<file path="src/core/asr_pkg.sv">
// shared constants and types for the static memory access controller
package asr_pkg;
    localparam int ASR_ADDR_W = 17;
    localparam int ASR_DATA_W = 8;
    localparam int ASR_CLK_PERIOD_NS = 20;
    // speed grade 1 selects the 70 ns figures, 0 the 55 ns figures
    localparam bit ASR_GRADE_SLOW = 1'b1;
    localparam int ASR_CYCLE_NS = ASR_GRADE_SLOW ? 70 : 55;
    localparam int ASR_ADDRESS_ACCESS_TIME_NS = ASR_GRADE_SLOW ? 70 : 55;
    localparam int ASR_GATE_ACCESS_TIME_NS = ASR_GRADE_SLOW ? 35 : 20;
    localparam int ASR_WRITE_DATA_SETUP_NS = ASR_GRADE_SLOW ? 30 : 25;
    localparam int ASR_ADDRESS_SETUP_TO_WRITE_END_NS = ASR_GRADE_SLOW ? 60 : 45;
    localparam int ASR_WRITE_PULSE_NS = ASR_GRADE_SLOW ? 50 : 45;
    localparam int ASR_FLOAT_NS = 25;
    localparam int ASR_WRITE_DATA_HOLD_NS = 0;
    localparam int ASR_SYNC_CYCLES = 2;
    // least times rounded up to whole cycles, never below one
    function automatic int asr_cycles_up(input int ns);
        int c;
        c = (ns + ASR_CLK_PERIOD_NS - 1) / ASR_CLK_PERIOD_NS;
        return (c < 1) ? 1 : c;
    endfunction : asr_cycles_up
    localparam int ASR_WR_PULSE_RAW = asr_cycles_up(ASR_ADDRESS_SETUP_TO_WRITE_END_NS);
    localparam int ASR_WR_PULSE_MIN = asr_cycles_up(ASR_WRITE_PULSE_NS);
    localparam int ASR_WR_CYC = (ASR_WR_PULSE_RAW > ASR_WR_PULSE_MIN) ?
        ASR_WR_PULSE_RAW : ASR_WR_PULSE_MIN;
    localparam int ASR_WR_SETUP_CYC = asr_cycles_up(ASR_WRITE_DATA_SETUP_NS);
    // read wait covers access time plus the two synchroniser stages
    localparam int ASR_RD_CYC = asr_cycles_up(ASR_ADDRESS_ACCESS_TIME_NS) + ASR_SYNC_CYCLES;
    localparam int ASR_TURN_CYC = asr_cycles_up(ASR_FLOAT_NS);
    localparam int ASR_CNT_W = 4;
    localparam logic [ASR_CNT_W-1:0] ASR_WR_CNT = ASR_CNT_W'(ASR_WR_CYC - 1);
    // counter value at which data goes out, a full setup time before the strobe rises
    localparam logic [ASR_CNT_W-1:0] ASR_WR_DATA_CNT = ASR_CNT_W'(ASR_WR_SETUP_CYC);
    localparam logic [ASR_CNT_W-1:0] ASR_RD_CNT = ASR_CNT_W'(ASR_RD_CYC - 1);
    localparam logic [ASR_CNT_W-1:0] ASR_TURN_CNT = ASR_CNT_W'(ASR_TURN_CYC - 1);
    localparam logic [ASR_CNT_W-1:0] ASR_CNT_ZERO = 4'h0;
    typedef enum {ASR_IDLE, ASR_RD_WAIT, ASR_WR_PULSE, ASR_RECOVER} asr_state_t;
endpackage : asr_pkg

</file>
<file path="src/core/asr_sync.sv">
// two-stage synchroniser for the returned byte lines
`timescale 1ns/1ps
`default_nettype none
module asr_sync
    import asr_pkg::*;
(
    input wire logic ref_clk,
    input wire logic rst,
    input wire logic [ASR_DATA_W-1:0] async_in,
    output logic [ASR_DATA_W-1:0] sync_out
);
    typedef struct packed {
        logic [ASR_DATA_W-1:0] stage1;
        logic [ASR_DATA_W-1:0] stage2;
    } asr_sync_t;
    asr_sync_t st;
    asr_sync_t next_st;
    always_comb
    begin
        next_st.stage1 = async_in;
        next_st.stage2 = st.stage1;
    end
    always_ff @(posedge ref_clk)
    begin
        if (rst)
        begin
            st <= '0;
        end
        else
        begin
            st <= next_st;
        end
    end
    assign sync_out = st.stage2;
endmodule : asr_sync
`default_nettype wire

</file>
<file path="src/core/asr_ctrl.sv">
// host-side controller driving an asynchronous 128k x 8 static memory
`timescale 1ns/1ps
`default_nettype none
module asr_ctrl
    import asr_pkg::*;
(
    input wire logic ref_clk,
    input wire logic rst,
    input wire logic req_valid,
    input wire logic req_write,
    input wire logic [ASR_ADDR_W-1:0] req_address,
    input wire logic [ASR_DATA_W-1:0] req_wdata,
    output logic req_ready,
    output logic rsp_valid,
    output logic [ASR_DATA_W-1:0] rsp_rdata,
    output logic [ASR_ADDR_W-1:0] word_address,
    output logic select_low_active_n,
    output logic select_high_active,
    output logic gate_n,
    output logic strobe_n,
    input wire logic [ASR_DATA_W-1:0] byte_lines_in,
    output logic [ASR_DATA_W-1:0] byte_lines_out,
    output logic byte_lines_oe
);
    typedef struct packed {
        asr_state_t state;
        logic [ASR_CNT_W-1:0] cnt;
        logic req_ready;
        logic rsp_valid;
        logic [ASR_DATA_W-1:0] rdata;
        logic [ASR_ADDR_W-1:0] addr;
        logic [ASR_DATA_W-1:0] wdata;
        logic sel_n;
        logic sel;
        logic gate_n;
        logic strobe_n;
        logic oe;
    } asr_ctrl_t;

    asr_ctrl_t st;
    asr_ctrl_t next_st;
    // byte lines after the two-stage synchroniser
    logic [ASR_DATA_W-1:0] lines_sync;

    asr_sync u_sync (
        .ref_clk(ref_clk),
        .rst(rst),
        .async_in(byte_lines_in),
        .sync_out(lines_sync)
    );

    function automatic logic cnt_done(input logic [ASR_CNT_W-1:0] c);
        return c == ASR_CNT_ZERO;
    endfunction : cnt_done

    // counts down to zero and rests there
    function automatic logic [ASR_CNT_W-1:0] cnt_step(input logic [ASR_CNT_W-1:0] c);
        return cnt_done(c) ? ASR_CNT_ZERO : c - 1'b1;
    endfunction : cnt_step

    // address and both selects change on one edge, so no select runs ahead
    function automatic asr_ctrl_t open_access(input asr_ctrl_t s,
        input logic [ASR_ADDR_W-1:0] a);
        asr_ctrl_t o;
        o = s;
        o.req_ready = 1'b0;
        o.addr = a;
        o.sel_n = 1'b0;
        o.sel = 1'b1;
        return o;
    endfunction : open_access

    // standby with the memory outputs off; address and data left alone
    function automatic asr_ctrl_t park_pins(input asr_ctrl_t s);
        asr_ctrl_t p;
        p = s;
        p.sel_n = 1'b1;
        p.sel = 1'b0;
        p.gate_n = 1'b1;
        return p;
    endfunction : park_pins

    // reset image: selects inactive, gate and strobe high, nothing driven
    function automatic asr_ctrl_t idle_state();
        asr_ctrl_t s;
        s.state = ASR_IDLE;
        s.cnt = ASR_CNT_ZERO;
        s.req_ready = 1'b0;
        s.rsp_valid = 1'b0;
        s.rdata = '0;
        s.addr = '0;
        s.wdata = '0;
        s.sel_n = 1'b1;
        s.sel = 1'b0;
        s.gate_n = 1'b1;
        s.strobe_n = 1'b1;
        s.oe = 1'b0;
        return s;
    endfunction : idle_state

    // idle: pins parked, ready high; a request opens one access
    // read wait: gate and selects held until the byte has crossed the synchroniser
    // write pulse: strobe low throughout, data out a setup time before its end
    // recover: pins parked until the memory has floated its lines
    always_comb
    begin
        next_st = st;
        next_st.rsp_valid = 1'b0;
        next_st.cnt = cnt_step(st.cnt);
        case (st.state)
            ASR_IDLE:
            begin
                next_st.req_ready = 1'b1;
                if (req_valid && st.req_ready)
                begin
                    next_st = open_access(next_st, req_address);
                    if (req_write)
                    begin
                        // gate stays high so memory floats while written
                        next_st.gate_n = 1'b1;
                        next_st.strobe_n = 1'b0;
                        next_st.wdata = req_wdata;
                        next_st.oe = 1'b0;
                        next_st.cnt = ASR_WR_CNT;
                        next_st.state = ASR_WR_PULSE;
                    end
                    else
                    begin
                        next_st.strobe_n = 1'b1;
                        next_st.gate_n = 1'b0;
                        next_st.oe = 1'b0;
                        next_st.cnt = ASR_RD_CNT;
                        next_st.state = ASR_RD_WAIT;
                    end
                end
            end
            ASR_RD_WAIT:
            begin
                if (cnt_done(st.cnt))
                begin
                    // sample before the address or gate moves
                    next_st.rdata = lines_sync;
                    next_st.rsp_valid = 1'b1;
                    next_st = park_pins(next_st);
                    next_st.cnt = ASR_TURN_CNT;
                    next_st.state = ASR_RECOVER;
                end
            end
            ASR_WR_PULSE:
            begin
                if (st.cnt == ASR_WR_DATA_CNT)
                begin
                    next_st.oe = 1'b1;
                end
                if (cnt_done(st.cnt))
                begin
                    // strobe rise ends the write; address and data still held
                    next_st.strobe_n = 1'b1;
                    next_st.rsp_valid = 1'b1;
                    next_st.cnt = ASR_TURN_CNT;
                    next_st.state = ASR_RECOVER;
                end
            end
            ASR_RECOVER:
            begin
                next_st.oe = 1'b0;
                next_st = park_pins(next_st);
                if (cnt_done(st.cnt))
                begin
                    next_st.req_ready = 1'b1;
                    next_st.state = ASR_IDLE;
                end
            end
            default:
            begin
                next_st.state = ASR_IDLE;
            end
        endcase
    end

    always_ff @(posedge ref_clk)
    begin
        if (rst)
        begin
            st <= idle_state();
        end
        else
        begin
            st <= next_st;
        end
    end

    assign req_ready = st.req_ready;
    assign rsp_valid = st.rsp_valid;
    assign rsp_rdata = st.rdata;
    assign word_address = st.addr;
    assign select_low_active_n = st.sel_n;
    assign select_high_active = st.sel;
    assign gate_n = st.gate_n;
    assign strobe_n = st.strobe_n;
    assign byte_lines_out = st.wdata;
    assign byte_lines_oe = st.oe;
endmodule : asr_ctrl
`default_nettype wire

</file>
<file path="config.mk">
export PLATFORM = sky130hd
export DESIGN_NAME = asr_ctrl
export DESIGN_NICKNAME = d
export VERILOG_FILES = /design/src/core/asr_pkg.sv /design/src/core/asr_sync.sv /design/src/core/asr_ctrl.sv
export SDC_FILE = /design/constraint.sdc
export NUM_CORES = 1
export LEC_CHECK = 0
export BUFFER_PORTS_ARGS = -buffer_cell sky130_fd_sc_hd__buf_2
export CAP_MARGIN = 25
export CORE_UTILIZATION = 55
export CTS_BUF_LIST = sky130_fd_sc_hd__clkbuf_16
export DETAILED_ROUTE_END_ITERATION = 6
export PLACE_DENSITY = 0.84
export SLEW_MARGIN = 25
export SYNTH_ARGS = -nofsm -noshare
export SYNTH_HDL_FRONTEND = slang
export SYNTH_HIERARCHICAL = 1
export SYNTH_SLANG_ARGS = --single-unit
</file>
<file path="constraint.sdc">
create_clock -name ref_clk -period 4.6 [get_ports ref_clk]
set_clock_uncertainty 0.1 [all_clocks]
set_input_delay 0.92 -clock ref_clk [delete_from_list [all_inputs] [get_ports ref_clk]]
set_output_delay 0.92 -clock ref_clk [all_outputs]
set_load 0.02 [all_outputs]
</file>
Word level (Yosys, flattened, before mapping)
Cells that the tools add are included.
{"block": "word_totals", "ff_bits": 92, "inputBits": 37, "out_inout_bits": 40, "elab_cells": 59}
{"block": "classes", "add_sub_neg": 1, "n_eq_ne": 9, "muxes": 17, "bitwise": 3, "reduce_logical": 15}
{"cell": "two-way mux 76 bit", "count": 2}
{"cell": "case mux 32 bit (4 select lines)", "count": 1}
{"cell": "case mux 36 bit (3 select lines)", "count": 1}
{"cell": "== test 32 x 2 -> 1 bit (second input constant)", "count": 2}
{"cell": "two-way mux 36 bit", "count": 1}
{"cell": "== test 32 x 1 -> 1 bit (second input constant)", "count": 1}
{"cell": "logical NOT 32 bit", "count": 1}
{"cell": "two-way mux 32 bit", "count": 1}
{"cell": "AND reduction 4 bit", "count": 4}
{"cell": "case mux 4 bit (3 select lines)", "count": 1}
{"cell": "inequality test 2 bit (second input constant)", "count": 5}
{"cell": "AND reduction 5 bit", "count": 2}
{"cell": "two-way mux 8 bit", "count": 1}
{"cell": "case mux 2 bit (4 select lines)", "count": 1}
{"cell": "two-way mux 6 bit", "count": 1}
{"cell": "case mux 1 bit (3 select lines)", "count": 2}
{"cell": "AND reduction 3 bit", "count": 2}
{"cell": "nonzero test 3 bit", "count": 2}
{"cell": "== test 4 x 2 -> 1 bit (second input constant)", "count": 1}
{"cell": "logical NOT 4 bit", "count": 1}
{"cell": "two-way mux 4 bit", "count": 1}
{"cell": "nonzero test 2 bit", "count": 2}
{"cell": "subtractor 4 x 1 -> 4 bit (second input constant)", "count": 1}
{"cell": "two-way mux 1 bit", "count": 3}
{"cell": "3 further kinds", "count": 5}

Depth between registers and ports, before layout
{"block": "logic_depth", "depth_word": 4, "mapped_depth": 9, "depth_no_buf": 6}

Hierarchy
Netlist, hierarchy kept.
{"mod": "asr_ctrl", "n_inst": 1, "cells_each": 249, "area_per_inst_um2": 2222.1, "seq_area_each_um2": 920.9}
{"mod": "asr_sync", "n_inst": 1, "cells_each": 33, "area_per_inst_um2": 464.2, "seq_area_each_um2": 320.3}

Worst setup path after synthesis
OpenSTA, ideal clock, no wires.
{"block": "synth_timing", "kind": "input port to flip-flop", "startpoint": "input req_valid", "endpoint": "register st (netlist bit byte_lines_out[4])", "setup_time_ns": 0.132, "arrival_time_ns": 1.794, "required_time_ns": 4.368, "slack_ns": 2.574, "stages": 5, "n_path_buf": 1, "path_cell_list": "nand4b_1 or2_2 clkbuf_1 nand2_1 a21oi_1"}
{"block": "synth_between", "elab_chain_cells": 2}
{"item": "start, declared", "line": "asr_ctrl.sv:9", "source": "input wire logic req_valid,"}
{"item": "logical AND 1 bit", "line": "asr_ctrl.sv:114", "source": "if (req_valid && st.req_ready)"}
{"item": "AND reduction 5 bit (no line)"}
{"item": "end signal, assigned", "line": "asr_ctrl.sv:185", "source": "st <= idle_state();"}
{"item": "end signal, assigned", "line": "asr_ctrl.sv:189", "source": "st <= next_st;"}
{"item": "end, declared", "line": "asr_ctrl.sv:40", "source": "asr_ctrl_t st;"}
No other way between the ends.
A chain may end at the register's enable or synchronous reset.

Final worst setup path
{"block": "layout_timing", "startpoint": "register st[45] (netlist bit)", "endpoint": "register st (netlist bit byte_lines_out[7])"}
{"block": "layout_between", "elab_chain_cells": 3, "word_cells_on_any_way": 7, "cone_classes": "2 x eq/ne; 1 x mux; 2 x bitwise; 2 x reduce/logical"}
{"item": "== test 32 x 2 -> 1 bit or == test 32 x 1 -> 1 bit (tied branches)"}
{"item": "NOT 1 bit (no line)"}
{"item": "AND reduction 5 bit (no line)"}
Several ways; a longest one is shown, not always the timed one.

==> qor.yml <==
holdWs_ns: 0.3335
clock-sinks: 62
cts_resized: 0
via_per_inst: 5.089
power_density_nw_per_um2: 590.9
drv_cap: 0
layout.nets: 363
root_buffer: "clkbuf_16"
synth-seq-cells: 62
crit_path_max_fanout: 19
coreArea_um2: 4723
antenna_found_initial: 0
rsz0062_at_grt: "no"
fp-row-count: 25
ys.flop_type: "dfxtp_1"
start_kind: "flip-flop"
clk_pin_slew_ns: 0.05
areaGrowthSynthToFinish_pct: 16.91
cts_made_buffers: 9
slew_headroom_pct: 50.04
wirelength_um: 4870
drive_gt1_share_pct: 34.77
diodes: 0
fin_crit_ns: 2.747
report.final.slew_viol_count: 0
wl_per_cell_um: 12.42
grt_pass1_wl_um: 7845
drtAntennaViolNets: 0
setup_tns_ns: 0
place_congestion: 0.8483
final_util_pct: 66.49
port_buffers: 76
cts-htree-levels: 3
grt.total_usage_pct: 20.01
cp_data_required_time_ns: 4.74
mostFrequentLayoutCells: "buf_2 (75), dfxtp_1 (62), nor2_1 (40), a22oi_1 (17), a21oi_1 (13)"
mostFrequentLayoutCell: "buf_2"
finalHoldViolations: 0
crit_path_end_kind: "flip-flop"
cts_tree: "done"
ys.warnings.count: 6
min_path_type: "reg -> reg"
post-route-period-util_pct: 59.72
dp_hpwl_um: 3250
p_total_mw: 1.856
postCtsHoldBufs: 0
drt-initial-drc-count: 88
ys_types: 44
synth-edff-count: 0
firstDrtPassIters: 4
vias: 1995
fp.dieH_um: 71.89
die_w_um: 71.89
cp.arrival_ns: 2.89
start_util_pct: 56.87
synth-async-reset-ratio_pct: 0
worst_pin_slew_ns: 0.7455
p_leak_nw: 1.457
clk_latency_ns: 0.32
cts_buffer_depth: 2
syn_area_um2: 2686
grt_remaining_overflow: 0
syn_nets: 325
post_cts_buffers: 0
critical_path_class: "reg -> reg"
dieArea_um2: 5167
finalSetupViolCount: 0
ioPinCount: 77
placedCellCount: 376
peakVddDrop_uv: 346.3
grt_pass1_vias: 1801
clock.fmax_mhz: 364.0
syn_inst: 282
syn_area_per_cell_um2: 9.526
synth_sequential_area_ratio_pct: 46.20
grt_max_degree: 64
drc: 0
final_cells: 392
outcome: "finished, final reports clean"
[layout make-up]
cell class                 instances  area, µm²
clock inverter                     7      88.84
timing repair buffer              76      382.9
multi-input combinational        167       1104
sequential                        62       1241
tap                               67      83.83
inverter                           4      15.01
fill                             370       1583
clock buffer                       9      225.2
[worst max-delay path, stage by stage, from the launching register on]
cell	delay, ns
dfxtp_1	0.44
inv_1	0.13
ha_1	0.32
nand4b_1	0.72
nor2_1	0.66
nand3_1	0.13
a21oi_1	0.17
[cell usage after synthesis, drive strengths merged (2+ instances only)]
cell type / count / area share (%)
a211oi: 2 / 1.0
a21boi: 2 / 0.70
a21oi: 13 / 2.4
a22o: 2 / 0.65
a22oi: 17 / 4.8
and2b: 6 / 2.0
and3: 2 / 0.47
buf: 38 / 11
clkbuf: 11 / 1.5
dfxtp: 62 / 46
ha: 6 / 2.8
inv: 4 / 0.56
mux2i: 10 / 3.7
nand2: 12 / 1.7
nand3: 2 / 0.37
nand3b: 9 / 2.5
nor2: 40 / 5.6
nor2b: 10 / 3.0
nor3: 5 / 0.93
nor3b: 2 / 0.56
nor4: 2 / 0.47
o21ai: 3 / 0.56
o21bai: 2 / 0.56
or2: 3 / 0.70
or3: 4 / 1.0
[report_power, final]
group	internal, mW	switching, mW	leakage (nW)
logic	0.205	0.305	0.796
clock network	0.470	0.228	0.155
registers	0.604	0.0447	0.506
total	1.28	0.577	1.46
[path summary, 6_finish.rpt]
path	startpoint	endpoint	slack, ns	cells after the start
worst max-delay path	st[45]	byte_lines_out[7]	1.85	6
worst min-delay path	u_sync/next_st[4]	u_sync/sync_out[4]	0.33	1
worst max register to register	st[45]	byte_lines_out[7]	1.85	6
worst min register to register	u_sync/next_st[4]	u_sync/sync_out[4]	0.33	1
[metrics by stage]
stage                     setup slack (ns)  cell area [µm²]
after CTS                            1.807             3138
after floorplan                      2.574             2686
final                                1.853             3141
after global routing                 1.518             3141
after detailed placement             1.804             2824
after global placement               1.833             2824
[sequential cells by signal, summed over array words and instances (netlist names)]
signal and flops:
gate_n 1, word_address 17, byte_lines_oe 1, select_high_active 1, req_ready 1, rsp_valid 1, select_low_active_n 1, strobe_n 1
u_sync/next_st 8, st 6, u_sync/sync_out 8, byte_lines_out 8, rsp_rdata 8
[metal layers]
| metal | GRT usage (%) | wire length [µm] |
|---|---|---|
| met1 | 23.00 | 2113 |
| met4 | 10.02 | 101 |
| met3 | 7.595 | 309 |
| met5 | 0 | 0 |
| met2 | 32.60 | 2345 |
[cell families (layout without fill, tap and decap cells)]
| family | Yosys count | count (layout) | synth area share, % |
|---|---|---|---|
| compound gates | 47 | 47 | 13.14 |
| mux | 11 | 11 | 4.145 |
| fa+ha+maj | 6 | 6 | 2.795 |
| simple gates | 103 | 103 | 21.01 |
| flops | 62 | 62 | 46.20 |
| buf+inv | 53 | 96 | 12.72 |
No activity file was read; power rests on OpenSTA's default activity.
